==> src/tw_pkg.sv <==
// constants shared by the two-wire register slice
package tw_pkg;

  // ==========================================================
  // register addresses
  localparam logic [31:0] TW_ADDR_STATUS = 32'hFFFAC020;
  localparam logic [31:0] TW_ADDR_IER = 32'hFFFAC024;
  localparam logic [31:0] TW_ADDR_IDR = 32'hFFFAC028;
  localparam logic [31:0] TW_ADDR_IMR = 32'hFFFAC02C;
  localparam logic [31:0] TW_ADDR_RHR = 32'hFFFAC030;
  localparam logic [31:0] TW_ADDR_THR = 32'hFFFAC034;

  // ==========================================================
  // event bit positions, shared by status and mask
  localparam int TW_IRQ_W = 12;
  localparam int TW_BIT_TRANSFER_COMPLETE = 0;
  localparam int TW_BIT_RX_READY = 1;
  localparam int TW_BIT_TX_READY = 2;
  localparam int TW_BIT_SLAVE_ACCESS = 4;
  localparam int TW_BIT_GENERAL_CALL = 5;
  localparam int TW_BIT_OVERRUN = 6;
  localparam int TW_BIT_NOT_ACK_FLAG = 8;
  localparam int TW_BIT_ARBITRATION_LOST = 9;
  localparam int TW_BIT_CLKWAIT = 10;
  localparam int TW_BIT_END_OF_SLAVE_ACCESS = 11;
  localparam logic [11:0] TW_USED_BITS = 12'hF77;
  localparam logic [11:0] TW_STICKY_BITS = 12'hB61;

  // ==========================================================
  // widths and reset values
  localparam int TW_BYTE_W = 8;
  localparam logic [11:0] TW_MASK_RST = 12'h000;
  localparam logic [11:0] TW_STICKY_RST = 12'h000;
  localparam logic [31:0] TW_RDATA_RST = 32'h00000000;
  localparam logic [7:0] TW_BYTE_RST = 8'h00;

endpackage

==> src/tw_hold_byte.sv <==
// one-entry byte holding register with occupancy flag
`timescale 1ns/1ns
module tw_hold_byte
  import tw_pkg::*;
#(
  parameter int W = TW_BYTE_W
) (
  // clock and reset
  input wire logic clk_sys,
  input wire logic rst,
  input wire logic ce,
  // fill and drain
  input wire logic load,
  input wire logic [W-1:0] loadData,
  input wire logic drop,
  // state
  output logic full,
  output logic [W-1:0] data,
  output logic overrun
);

  // ==========================================================
  // state
  typedef struct packed {
    logic full;
    logic [W-1:0] data;
  } tw_hold_t;

  tw_hold_t st_reg;
  tw_hold_t st_next;

  // load wins over drop so a byte arriving on the drain edge is kept
  always_comb begin
    st_next = st_reg;
    if (ce) begin
      if (load) begin
        st_next.full = 1'b1;
        st_next.data = loadData;
      end else if (drop) begin
        st_next.full = 1'b0;
      end
    end
  end

  always_ff @(posedge clk_sys or posedge rst) begin
    if (rst) begin
      st_reg <= '0;
    end else begin
      st_reg <= st_next;
    end
  end

  assign full = st_reg.full;
  assign data = st_reg.data;
  assign overrun = ce & load & st_reg.full;

endmodule // tw_hold_byte

==> src/tw_irq_mask.sv <==
// interrupt mask with set and clear write ports and irq gating
`timescale 1ns/1ns
module tw_irq_mask
  import tw_pkg::*;
(
  // clock and reset
  input wire logic clk_sys,
  input wire logic rst,
  input wire logic ce,
  // software writes
  input wire logic enWr,
  input wire logic disWr,
  input wire logic [TW_IRQ_W-1:0] wrBits,
  // events
  input wire logic [TW_IRQ_W-1:0] status,
  output logic [TW_IRQ_W-1:0] mask,
  output logic irq
);

  // ==========================================================
  // state
  typedef struct packed {
    logic [TW_IRQ_W-1:0] mask;
  } tw_mask_t;

  tw_mask_t st_reg;
  tw_mask_t st_next;

  // zero bits in a write leave the mask alone
  always_comb begin
    st_next = st_reg;
    if (ce && enWr) begin
      st_next.mask = st_reg.mask | (wrBits & TW_USED_BITS);
    end else if (ce && disWr) begin
      st_next.mask = st_reg.mask & ~(wrBits & TW_USED_BITS);
    end
  end

  always_ff @(posedge clk_sys or posedge rst) begin
    if (rst) begin
      st_reg <= '{mask: TW_MASK_RST};
    end else begin
      st_reg <= st_next;
    end
  end

  assign mask = st_reg.mask;
  assign irq = |(status & st_reg.mask);

endmodule // tw_irq_mask

==> src/tw_regs.sv <==
// register slice of the two-wire unit: mask view, receive and transmit holding
//
// Local design decision: the plain strobed port.
`timescale 1ns/1ns
module tw_regs
  import tw_pkg::*;
#(
  parameter int ADDR_W = 32
) (
  // clock and reset
  input wire logic clk_sys,
  input wire logic rst,
  input wire logic ce,
  // register port
  input wire logic [ADDR_W-1:0] addr,
  input wire logic [31:0] wrData,
  input wire logic wrStb,
  input wire logic rdStb,
  output logic [31:0] rdData,
  // shift engine, receive side
  input wire logic rxLoad,
  input wire logic [TW_BYTE_W-1:0] rxByte,
  // shift engine, transmit side
  input wire logic txTake,
  output logic [TW_BYTE_W-1:0] txByte,
  output logic txValid,
  // shift engine events and levels
  input wire logic masterMode,
  input wire logic compEvt,
  input wire logic gcallEvt,
  input wire logic nackEvt,
  input wire logic arbEvt,
  input wire logic eosEvt,
  input wire logic slvAccess,
  input wire logic clkWait,
  // interrupt
  output logic irq
);

  // ==========================================================
  // state
  typedef struct packed {
    logic [31:0] rdData;
    logic [TW_IRQ_W-1:0] sticky;
  } tw_state_t;

  tw_state_t st_reg;
  tw_state_t st_next;

  logic [TW_IRQ_W-1:0] mask;
  logic [TW_IRQ_W-1:0] status;
  logic [TW_BYTE_W-1:0] received_byte;
  logic rxFull;
  logic txFull;
  logic rxOverrun;
  logic hitStatus;
  logic hitRhr;
  logic hitImr;
  logic thrWr;
  logic ierWr;
  logic idrWr;

  // ==========================================================
  // decode
  assign hitStatus = (addr == ADDR_W'(TW_ADDR_STATUS));
  assign hitRhr = (addr == ADDR_W'(TW_ADDR_RHR));
  assign hitImr = (addr == ADDR_W'(TW_ADDR_IMR));
  assign thrWr = wrStb & (addr == ADDR_W'(TW_ADDR_THR));
  assign ierWr = wrStb & (addr == ADDR_W'(TW_ADDR_IER));
  assign idrWr = wrStb & (addr == ADDR_W'(TW_ADDR_IDR));

  // ==========================================================
  // holding registers
  tw_hold_byte #(
    .W(TW_BYTE_W)
  ) u_rx_hold (
    .clk_sys(clk_sys),
    .rst(rst),
    .ce(ce),
    .load(rxLoad),
    .loadData(rxByte),
    .drop(rdStb & hitRhr),
    .full(rxFull),
    .data(received_byte),
    .overrun(rxOverrun)
  );

  // a not_ack_flag abandons the held byte so software can refill it
  tw_hold_byte #(
    .W(TW_BYTE_W)
  ) u_tx_hold (
    .clk_sys(clk_sys),
    .rst(rst),
    .ce(ce),
    .load(thrWr),
    .loadData(wrData[TW_BYTE_W-1:0]),
    .drop(txTake | nackEvt),
    .full(txFull),
    .data(txByte),
    .overrun()
  );

  assign txValid = txFull;

  // ==========================================================
  // mask and interrupt
  tw_irq_mask u_mask (
    .clk_sys(clk_sys),
    .rst(rst),
    .ce(ce),
    .enWr(ierWr),
    .disWr(idrWr),
    .wrBits(wrData[TW_IRQ_W-1:0]),
    .status(status),
    .mask(mask),
    .irq(irq)
  );

  // ==========================================================
  // status view: sticky events merged with live levels
  always_comb begin
    status = st_reg.sticky & TW_STICKY_BITS;
    status[TW_BIT_RX_READY] = rxFull;
    status[TW_BIT_TX_READY] = ~txFull;
    status[TW_BIT_SLAVE_ACCESS] = slvAccess;
    status[TW_BIT_CLKWAIT] = clkWait;
  end

  // ==========================================================
  // next state
  always_comb begin
    logic [TW_IRQ_W-1:0] evtSet;
    evtSet = '0;
    st_next = st_reg;
    evtSet[TW_BIT_TRANSFER_COMPLETE] = compEvt;
    evtSet[TW_BIT_GENERAL_CALL] = gcallEvt;
    evtSet[TW_BIT_OVERRUN] = rxOverrun & masterMode;
    evtSet[TW_BIT_NOT_ACK_FLAG] = nackEvt;
    evtSet[TW_BIT_ARBITRATION_LOST] = arbEvt;
    evtSet[TW_BIT_END_OF_SLAVE_ACCESS] = eosEvt;
    if (ce) begin
      // set wins over the read that clears, so no event is lost
      if (rdStb && hitStatus) begin
        st_next.sticky = evtSet & TW_STICKY_BITS;
      end else begin
        st_next.sticky = st_reg.sticky | (evtSet & TW_STICKY_BITS);
      end
      st_next.rdData = TW_RDATA_RST;
      if (rdStb) begin
        if (hitStatus) begin
          st_next.rdData = {20'h00000, status};
        end else if (hitImr) begin
          st_next.rdData = {20'h00000, mask};
        end else if (hitRhr) begin
          st_next.rdData = {24'h000000, received_byte};
        end
      end
    end
  end

  always_ff @(posedge clk_sys or posedge rst) begin
    if (rst) begin
      st_reg <= '{rdData: TW_RDATA_RST, sticky: TW_STICKY_RST};
    end else begin
      st_reg <= st_next;
    end
  end

  assign rdData = st_reg.rdData;

  // ==========================================================
  // checks
  property p_mask_view;
    @(posedge clk_sys) disable iff (rst)
    ce && rdStb && hitImr |=> rdData[TW_IRQ_W-1:0] == $past(mask);
  endproperty
  a_mask_view: assert property (p_mask_view) else $error("mask view read wrong");

  property p_mask_unused;
    @(posedge clk_sys) disable iff (rst)
    ce && rdStb && hitImr |=> rdData[31:12] == 20'h00000 && !rdData[3] && !rdData[7];
  endproperty
  a_mask_unused: assert property (p_mask_unused) else $error("unused mask bits set");

  property p_rx_byte;
    @(posedge clk_sys) disable iff (rst)
    ce && rxLoad ##1 ce && rdStb && hitRhr |=> rdData == {24'h000000, $past(rxByte, 2)};
  endproperty
  a_rx_byte: assert property (p_rx_byte) else $error("received byte lost");

  property p_tx_byte;
    @(posedge clk_sys) disable iff (rst)
    ce && thrWr |=> txValid && txByte == $past(wrData[7:0]);
  endproperty
  a_tx_byte: assert property (p_tx_byte) else $error("transmit byte not held");

  property p_mask_en;
    @(posedge clk_sys) disable iff (rst)
    ce && ierWr |=> (mask & $past(wrData[11:0] & TW_USED_BITS)) == $past(wrData[11:0] & TW_USED_BITS);
  endproperty
  a_mask_en: assert property (p_mask_en) else $error("enable did not set mask");

  property p_mask_dis;
    @(posedge clk_sys) disable iff (rst)
    ce && idrWr |=> (mask & $past(wrData[11:0])) == 12'h000 &&
      ((mask ^ $past(mask)) & ~$past(wrData[11:0])) == 12'h000;
  endproperty
  a_mask_dis: assert property (p_mask_dis) else $error("disable did not clear mask");

  property p_rx_ready;
    @(posedge clk_sys) disable iff (rst)
    ce && rxLoad |=> status[TW_BIT_RX_READY];
  endproperty
  a_rx_ready: assert property (p_rx_ready) else $error("rx ready flag not set");

  property p_rx_clear;
    @(posedge clk_sys) disable iff (rst)
    ce && rdStb && hitRhr && !rxLoad |=> !status[TW_BIT_RX_READY];
  endproperty
  a_rx_clear: assert property (p_rx_clear) else $error("rx ready flag not cleared");

  property p_tx_ready;
    @(posedge clk_sys) disable iff (rst)
    ce && thrWr |=> !status[TW_BIT_TX_READY];
  endproperty
  a_tx_ready: assert property (p_tx_ready) else $error("tx ready flag not cleared");

  property p_tx_refill;
    @(posedge clk_sys) disable iff (rst)
    ce && (txTake || nackEvt) && !thrWr |=> status[TW_BIT_TX_READY];
  endproperty
  a_tx_refill: assert property (p_tx_refill) else $error("tx ready flag not set");

  property p_overrun;
    @(posedge clk_sys) disable iff (rst)
    ce && rxLoad && rxFull && masterMode |=> status[TW_BIT_OVERRUN] && rxFull;
  endproperty
  a_overrun: assert property (p_overrun) else $error("overrun not flagged");

  property p_irq;
    @(posedge clk_sys) disable iff (rst)
    ce && rxLoad && mask[TW_BIT_RX_READY] && !(ierWr || idrWr) |=> irq;
  endproperty
  a_irq: assert property (p_irq) else $error("interrupt not raised");

  property p_irq_off;
    @(posedge clk_sys) disable iff (rst)
    ce && idrWr && (wrData[TW_IRQ_W-1:0] | ~TW_USED_BITS) == 12'hFFF |=> !irq;
  endproperty
  a_irq_off: assert property (p_irq_off) else $error("interrupt stays high with mask cleared");

  property p_rd_idle;
    @(posedge clk_sys) disable iff (rst)
    ce && !rdStb |=> rdData == TW_RDATA_RST;
  endproperty
  a_rd_idle: assert property (p_rd_idle) else $error("read data stands too long");

  property p_status_rd;
    @(posedge clk_sys) disable iff (rst)
    ce && rdStb && hitStatus |=> rdData == {20'h00000, $past(status)};
  endproperty
  a_status_rd: assert property (p_status_rd) else $error("status read wrong");

  property p_sticky_clr;
    @(posedge clk_sys) disable iff (rst)
    ce && rdStb && hitStatus && !compEvt && !gcallEvt && !nackEvt && !arbEvt && !eosEvt &&
      !(rxOverrun && masterMode) |=> (status & TW_STICKY_BITS) == 12'h000;
  endproperty
  a_sticky_clr: assert property (p_sticky_clr) else $error("status read did not clear events");

  property p_not_ack_flag_evt;
    @(posedge clk_sys) disable iff (rst)
    ce && nackEvt && !thrWr |=> status[TW_BIT_NOT_ACK_FLAG] && status[TW_BIT_TX_READY];
  endproperty
  a_not_ack_flag_evt: assert property (p_not_ack_flag_evt) else $error("not_ack_flag did not free transmit holding");

  property p_no_ovr_slave;
    @(posedge clk_sys) disable iff (rst)
    ce && rxLoad && !masterMode && !status[TW_BIT_OVERRUN] |=> !status[TW_BIT_OVERRUN];
  endproperty
  a_no_ovr_slave: assert property (p_no_ovr_slave) else $error("overrun outside master operation");

  property p_freeze;
    @(posedge clk_sys) disable iff (rst)
    !ce |=> $stable(st_reg) && $stable(mask) && $stable(txValid) && $stable(rxFull);
  endproperty
  a_freeze: assert property (p_freeze) else $error("state moved with clock enable low");

  c_rx_read: cover property (@(posedge clk_sys) disable iff (rst) rxLoad ##[1:4] rdStb && hitRhr);
  c_tx_take: cover property (@(posedge clk_sys) disable iff (rst) thrWr ##[1:8] txTake);
  c_ovr: cover property (@(posedge clk_sys) disable iff (rst) rxOverrun && masterMode);
  c_irq: cover property (@(posedge clk_sys) disable iff (rst) $rose(irq));
  c_ce_low: cover property (@(posedge clk_sys) disable iff (rst) !ce ##1 ce);

endmodule // tw_regs

==> config.mk <==
export PLATFORM = sky130hd
export DESIGN_NAME = tw_regs
export DESIGN_NICKNAME = d
export VERILOG_FILES = /design/src/tw_pkg.sv /design/src/tw_hold_byte.sv /design/src/tw_irq_mask.sv /design/src/tw_regs.sv
export SDC_FILE = /design/constraint.sdc
export NUM_CORES = 1
export LEC_CHECK = 0
export BUFFER_PORTS_ARGS = -buffer_cell sky130_fd_sc_hd__buf_4
export CELL_PAD_IN_SITES_DETAIL_PLACEMENT = 0
export CELL_PAD_IN_SITES_GLOBAL_PLACEMENT = 1
export CORE_UTILIZATION = 36
export CTS_BUF_LIST = sky130_fd_sc_hd__clkbuf_8 sky130_fd_sc_hd__clkbuf_16
export CTS_CLUSTER_SIZE = 24
export DETAILED_ROUTE_END_ITERATION = 6
export PLACE_DENSITY_LB_ADDON = 0.2
export SYNTH_ARGS = -nofsm -noshare
export SYNTH_HDL_FRONTEND = slang
export SYNTH_SLANG_ARGS = --single-unit
==> constraint.sdc <==
create_clock -name clk_sys -period 2.2 [get_ports clk_sys]
set_input_delay 0.11 -clock clk_sys [delete_from_list [all_inputs] [get_ports clk_sys]]
set_output_delay 0.11 -clock clk_sys [all_outputs]
set_load 0.1 [all_outputs]
==> impl_metrics.tcl, run 1 <==
set metrics [dict create \
    cp.arrival_ns 2.19 \
    grt_pass1_wl_um 10100 \
    worstReg2RegEnd "rdData[8]" \
    synth-xor-area-share 0 \
    period_share 0.892 \
    worst_slew_pin_slew_ns 0.879 \
    required_ns 2.43 \
    clk_pin_slew_worst_paths_ns 0.09 \
    ys_ff_latch 46 \
    synth_cell_types 44 \
    netlist_area_sq_mm 0.00262 \
    multiInputGateArea_sq_mm 0.00115 \
    drive_gt1_frac 0.376 \
    dr_total_vias 2167 \
    antenna_found_initial 0 \
    syn2layout_area_growth_pct 27.5 \
    final_nets 432 \
    seq_area_frac_synth 0.439 \
    powerDensity_mw_per_mm2 530 \
    run_status "complete, but fails checks" \
    fillers 687 \
    vdd_drop_max_mv 0.257 \
    wl_per_cell_um 14.7 \
    violations "hold timing" \
    setup_viol 0 \
    hold_violations 14 \
    dieHeight_um 87.4 \
    numCtsBuffers 5 \
    synth_edf_count 0 \
    dr.pass1.iters 4 \
    ctsLongestPathBuffers 2 \
    hold-worst-slack_ns -0.0124 \
    start_util 0.380 \
    crit_path_end "rdData[5]" \
    synthAdderAreaFrac 0 \
    grt_max_degree 43 \
    die_w_um 87.4 \
    startpoint_type "input pin" \
    syn_inst 267 \
    clock_sinks 46 \
    diodes 0 \
    rr_worst_depth 3 \
    cts_tree "built" \
    grt_pass1_vias 2062 \
    yosys.area_share.simple 0.130 \
    max_freq_ghz 0.510 \
    drv_cap 0 \
    synth_area_per_cell_sq_um 9.82 \
    grtUsageTotal 0.174 \
    startpoint "addr[9]" \
    finalMaxSlewViolations 0 \
    power.static_leakage_nw 1.65 \
    viasPerCell 4.90 \
    final_cell_mix "buf_4, dfrtp_1, nand2_1, inv_1, conb_1" \
    yosysWarnings 0 \
    holdCritPathClass "input pin to asynchronous set/reset pin" \
    ant_nets 0 \
    synth_compound_area_frac 0.183 \
    routabilityCongestion 0.782 \
    endpoint_kind "flop" \
    critPathMaxFanout 8 \
    dieArea_sq_mm 0.00763 \
    io_buffer_count 88 \
    fin_crit_ns 1.96 \
    row_count 30 \
    core_area_sq_mm 0.00691 \
    ys_async_sr_fraction 1.00 \
    reg2reg_slack_ns 1.16 \
    cts-resized-gates 0 \
    io_pins 129 \
    cts-root-buf "clkbuf_8" \
    synth_top_family_by_area "compound AO/OA/AOI/OAI gates" \
    hpwl_um 4910 \
    slew_headroom 0.414 \
    insertion_delay_ns 0.30 \
    ys.flop_type "dfrtp_1" \
    path_class "input pin to flop" \
    muxShareOfSynthArea 0.0992 \
    dr.first_iter.drc_count 102 \
    drc 0 \
    post_cts_buffers 0 \
    final-seq-area_sq_mm 0.00115 \
    rsz0062_at_grt "no" \
    design_power_total_mw 1.77 \
    layout_commonest_cell "buf_4" \
    fin_skew_ns 0.0103 \
    cts_hold_buf 0 \
    htreeDepth 2 \
    routed_wirelength_um 6520 \
    grt_overflow_total 0 \
]
-- metal layers --
metal  share of wire  global-route usage  up-vias
li1                -                   -     1048
met3           0.042              0.0379        4
met2            0.49               0.288       70
met1            0.46               0.236     1045
met5               0                   0        -
met4          0.0040              0.0298        0
-- Yosys cell counts, drive strengths merged (2+ instances only) --
library cell,number,area share
dfrtp,46,0.44
mux2i,5,0.019
nor4,2,0.0072
a22oi,7,0.020
nand2,29,0.042
o2bb2ai,11,0.037
or3,2,0.0048
o211ai,5,0.014
or2,3,0.0072
mux2,16,0.080
nand4,9,0.021
a22o,3,0.010
nor2,6,0.0086
nor4b,2,0.0067
clkbuf,11,0.016
inv,21,0.030
o31ai,10,0.029
o21ai,20,0.038
buf,36,0.10
o311ai,5,0.017
or4,2,0.0072
and2,2,0.0048
-- worst max-delay path: stages --
cell and delay, ns:
buf_4 0.10, or4_1 0.51, or4_4 0.51, buf_4 0.16, or3_1 0.45, buf_4 0.21, o2bb2ai_1 0.14
-- per-stage QoR --
stage               area (sq um)  TNS [ns]  std cells   util  setup slack (ns)
floorplan                   2700         0        286      -             0.113
global placement            3250    -0.741        434  0.471           -0.0532
detailed placement          3250     -1.02        434  0.471           -0.0960
CTS                         3340         0        442  0.484             0.231
global route                3340         0        442  0.484             0.181
finish                      3340         0        442  0.484             0.238
-- worst min path at each step --
stage / from / end / slack (ns)
floorplan: compEvt / st_reg[0] / 0.23
global placement: compEvt / st_reg[0] / 0.32
detailed placement: eosEvt / st_reg[11] / 0.33
CTS: rst / u_tx_hold.data[3] / 0.02
global route: wrData[3] / u_tx_hold.data[3] / 0.01
finish: rst / u_rx_hold.data[4] / -0.01
-- kinds of logic (layout without fill, tap and decap cells) --
| kind of cell | after synthesis | in the layout |
|---|---|---|
| buffers and inverters | 69 | 129 |
| AO/OA/AOI/OAI | 66 | 66 |
| AND/OR/NAND/NOR | 64 | 64 |
| flip-flops | 46 | 46 |
| multiplexers | 21 | 21 |
| other | 1 | 20 |
-- report_power, final --
part           switching (mW)  internal [mW]  total, mW
Clock                   0.302          0.224      0.526
Sequential             0.0115          0.866      0.878
Combinational           0.247          0.120      0.367
Total                   0.561           1.21       1.77
-- layout make-up --
type / instances / area share
well taps: 96 / 0.0359
clock inverters: 3 / 0.00636
multi-input cells: 171 / 0.345
flip-flops and latches: 46 / 0.345
repair buffers: 99 / 0.222
inverters: 22 / 0.0247
clock buffers: 5 / 0.0206
(Power assumes the default switching activity.)
==> run 2, diff against run 1 <==
--- a/config.mk
+++ b/config.mk
@@ -8,7 +8,7 @@
 export BUFFER_PORTS_ARGS = -buffer_cell sky130_fd_sc_hd__buf_4
 export CELL_PAD_IN_SITES_DETAIL_PLACEMENT = 0
 export CELL_PAD_IN_SITES_GLOBAL_PLACEMENT = 1
-export CORE_UTILIZATION = 36
+export CORE_UTILIZATION = 33
 export CTS_BUF_LIST = sky130_fd_sc_hd__clkbuf_8 sky130_fd_sc_hd__clkbuf_16
 export CTS_CLUSTER_SIZE = 24
 export DETAILED_ROUTE_END_ITERATION = 6
==> constraint.sdc (replaced) <==
create_clock -name clk_sys -period 1.85 [get_ports clk_sys]
set_input_delay 0.0925 -clock clk_sys [delete_from_list [all_inputs] [get_ports clk_sys]]
set_output_delay 0.0925 -clock clk_sys [all_outputs]
set_load 0.1 [all_outputs]
==> impl_metrics.tcl, run 2 (synthesis gave the netlist of run 1 again) <==
set metrics [dict create \
    hold_end "st_reg[5]" \
    powerDensity_mw_per_mm2 621 \
    hold-worst-slack_ns 0.0187 \
    rsz0062_at_grt "no" \
    antenna_found_initial 0 \
    cts_tree "built" \
    final_cell_mix "buf_4, dfrtp_1, nand2_1, inv_1, conb_1" \
    grt_max_degree 20 \
    dieHeight_um 91.1 \
    min-delay-start "gcallEvt" \
    grt_overflow_total 0 \
    hpwl_um 5080 \
    critPathMaxFanout 9 \
    core_area_sq_mm 0.00769 \
    syn2layout_area_growth_pct 30.5 \
    dr_total_vias 2159 \
    worstReg2RegEnd "rdData[2]" \
    slowest_delay_ns 0.51 \
    wl_per_cell_um 14.6 \
    hold_path_depth 3 \
    routed_wirelength_um 6620 \
    ctsLongestPathBuffers 2 \
    endpoint_kind "flop" \
    grt_pass1_vias 2170 \
    cp.arrival_ns 1.96 \
    dr.first_iter.drc_count 95 \
    cts-root-buf "clkbuf_8" \
    htreeDepth 2 \
    dieArea_sq_mm 0.00831 \
    die_w_um 91.1 \
    drv_cap 0 \
    viasPerCell 4.75 \
    crit_slowest_cell "or4_1" \
    fin_crit_ns 1.78 \
    power.static_leakage_nw 1.70 \
    path_class "input pin to flop" \
    diodes 0 \
    tns_ns 0 \
    ant_nets 0 \
    routabilityCongestion 0.799 \
    grtUsageTotal 0.163 \
    finalMaxSlewViolations 0 \
    cp_cell_sequence "buf_4 -> or4_1 -> or4_4 -> or3_1 -> buf_4 -> mux2_4" \
    drc 0 \
    period_share 0.964 \
    numCtsBuffers 5 \
    row_count 32 \
    startpoint_type "input pin" \
    dr.pass1.iters 4 \
    io_pins 129 \
    insertion_delay_ns 0.29 \
    start_util 0.341 \
    grt_pass1_wl_um 10700 \
    max_freq_ghz 0.561 \
    holdCritPathClass "input pin to flop" \
    reg2reg_slack_ns 0.80 \
    rr_worst_depth 4 \
    io_buffer_count 88 \
    slew_headroom 0.663 \
    crit_path_frequent_cell "buf_4" \
    fin_skew_ns 0.00324 \
    hold_violations 0 \
    layout_commonest_cell "buf_4" \
    worst_slew_pin_slew_ns 0.504 \
    r2r_start "u_tx_hold.full" \
    setup_viol 0 \
    clock_sinks 46 \
    run_status "complete, no violations" \
    required_ns 2.03 \
    vdd_drop_max_mv 0.280 \
    clk_pin_slew_worst_paths_ns 0.08 \
    post_cts_buffers 0 \
    final_nets 439 \
    drive_gt1_frac 0.382 \
]
## run 2: cell types whose count changed in the layout (fill, tap and decap cells not counted)
cell,before,now
buf_4,99,103
clkbuf_8,5,6
clkinv_4,1,0
clkinvlp_4,1,0
dfrtp_2,1,0
dfrtp_4,0,1
dlygate4sd3_1,0,3
inv_1,20,21
o21ai_0,18,17
o21ai_1,2,3
or2_1,1,0
or2_4,0,1
or3_1,2,1
or3_4,0,1
## run 2: area by class of cell
cell class | count | area, sq um
Sequential cell | 46 | 1150
Clock inverter | 2 | 8.76
Inverter | 22 | 82.6
Multi-Input combinational cell | 171 | 1160
Fill cell | 783 | 4270
Clock buffer | 6 | 82.6
Timing Repair Buffer | 106 | 803
Tap cell | 102 | 128
## run 2: worst max path at each step
stage	slack (ns)	from	end	depth (start not counted)
final	0.07	addr[9]	u_tx_hold.data[5]	6
after global placement	-0.25	addr[9]	flop	6
after global routing	0.01	addr[9]	rdData[2]	7
after detailed placement	-0.31	addr[9]	flop	6
after CTS	0.01	addr[9]	flop	6
after floorplan	-0.09	addr[9]	u_tx_hold.data[0]	5
## run 2: routing by layer
| metal | GRT usage | vias to the layer above | wire (um) |
|---|---|---|---|
| met4 | 0.0344 | 0 | 48 |
| met1 | 0.236 | 1029 | 3180 |
| met3 | 0.0302 | 7 | 333 |
| li1 | - | 1066 | - |
| met5 | 0 | - | 0 |
| met2 | 0.255 | 57 | 3060 |
## run 2: critical path, delay by kind of cell
| kind | cells | cell delay [ns] |
|---|---|---|
| buffers and inverters | 2 | 0.30 |
| muxes | 1 | 0.30 |
| and+or+nand+nor | 3 | 1.27 |
## run 2: repair_timing
item / in CTS / in global routing
hold buffers: 3 / 0
gates resized for setup: 0 / 2
setup endpoints to repair: 0 / 10
endpoints found under the hold margin: 19 / 0
## run 2: power by group
group | switching (mW) | leakage [nW] | internal [mW]
clock | 0.336 | 0.0524 | 0.297
sequential | 0.0138 | 0.586 | 1.03
combinational | 0.297 | 1.06 | 0.151
## run 2: through the flow
step	instances	utilization	cell area, sq um	setup slack (ns)	total power [mW]
floorplan	286	-	2700	-0.0886	1.39
global placement	444	0.428	3290	-0.249	1.51
detailed placement	444	0.428	3290	-0.307	1.51
CTS	455	0.444	3410	0.0141	2.15
global route	455	0.445	3420	0.0140	2.21
finish	455	0.445	3420	0.0675	2.13
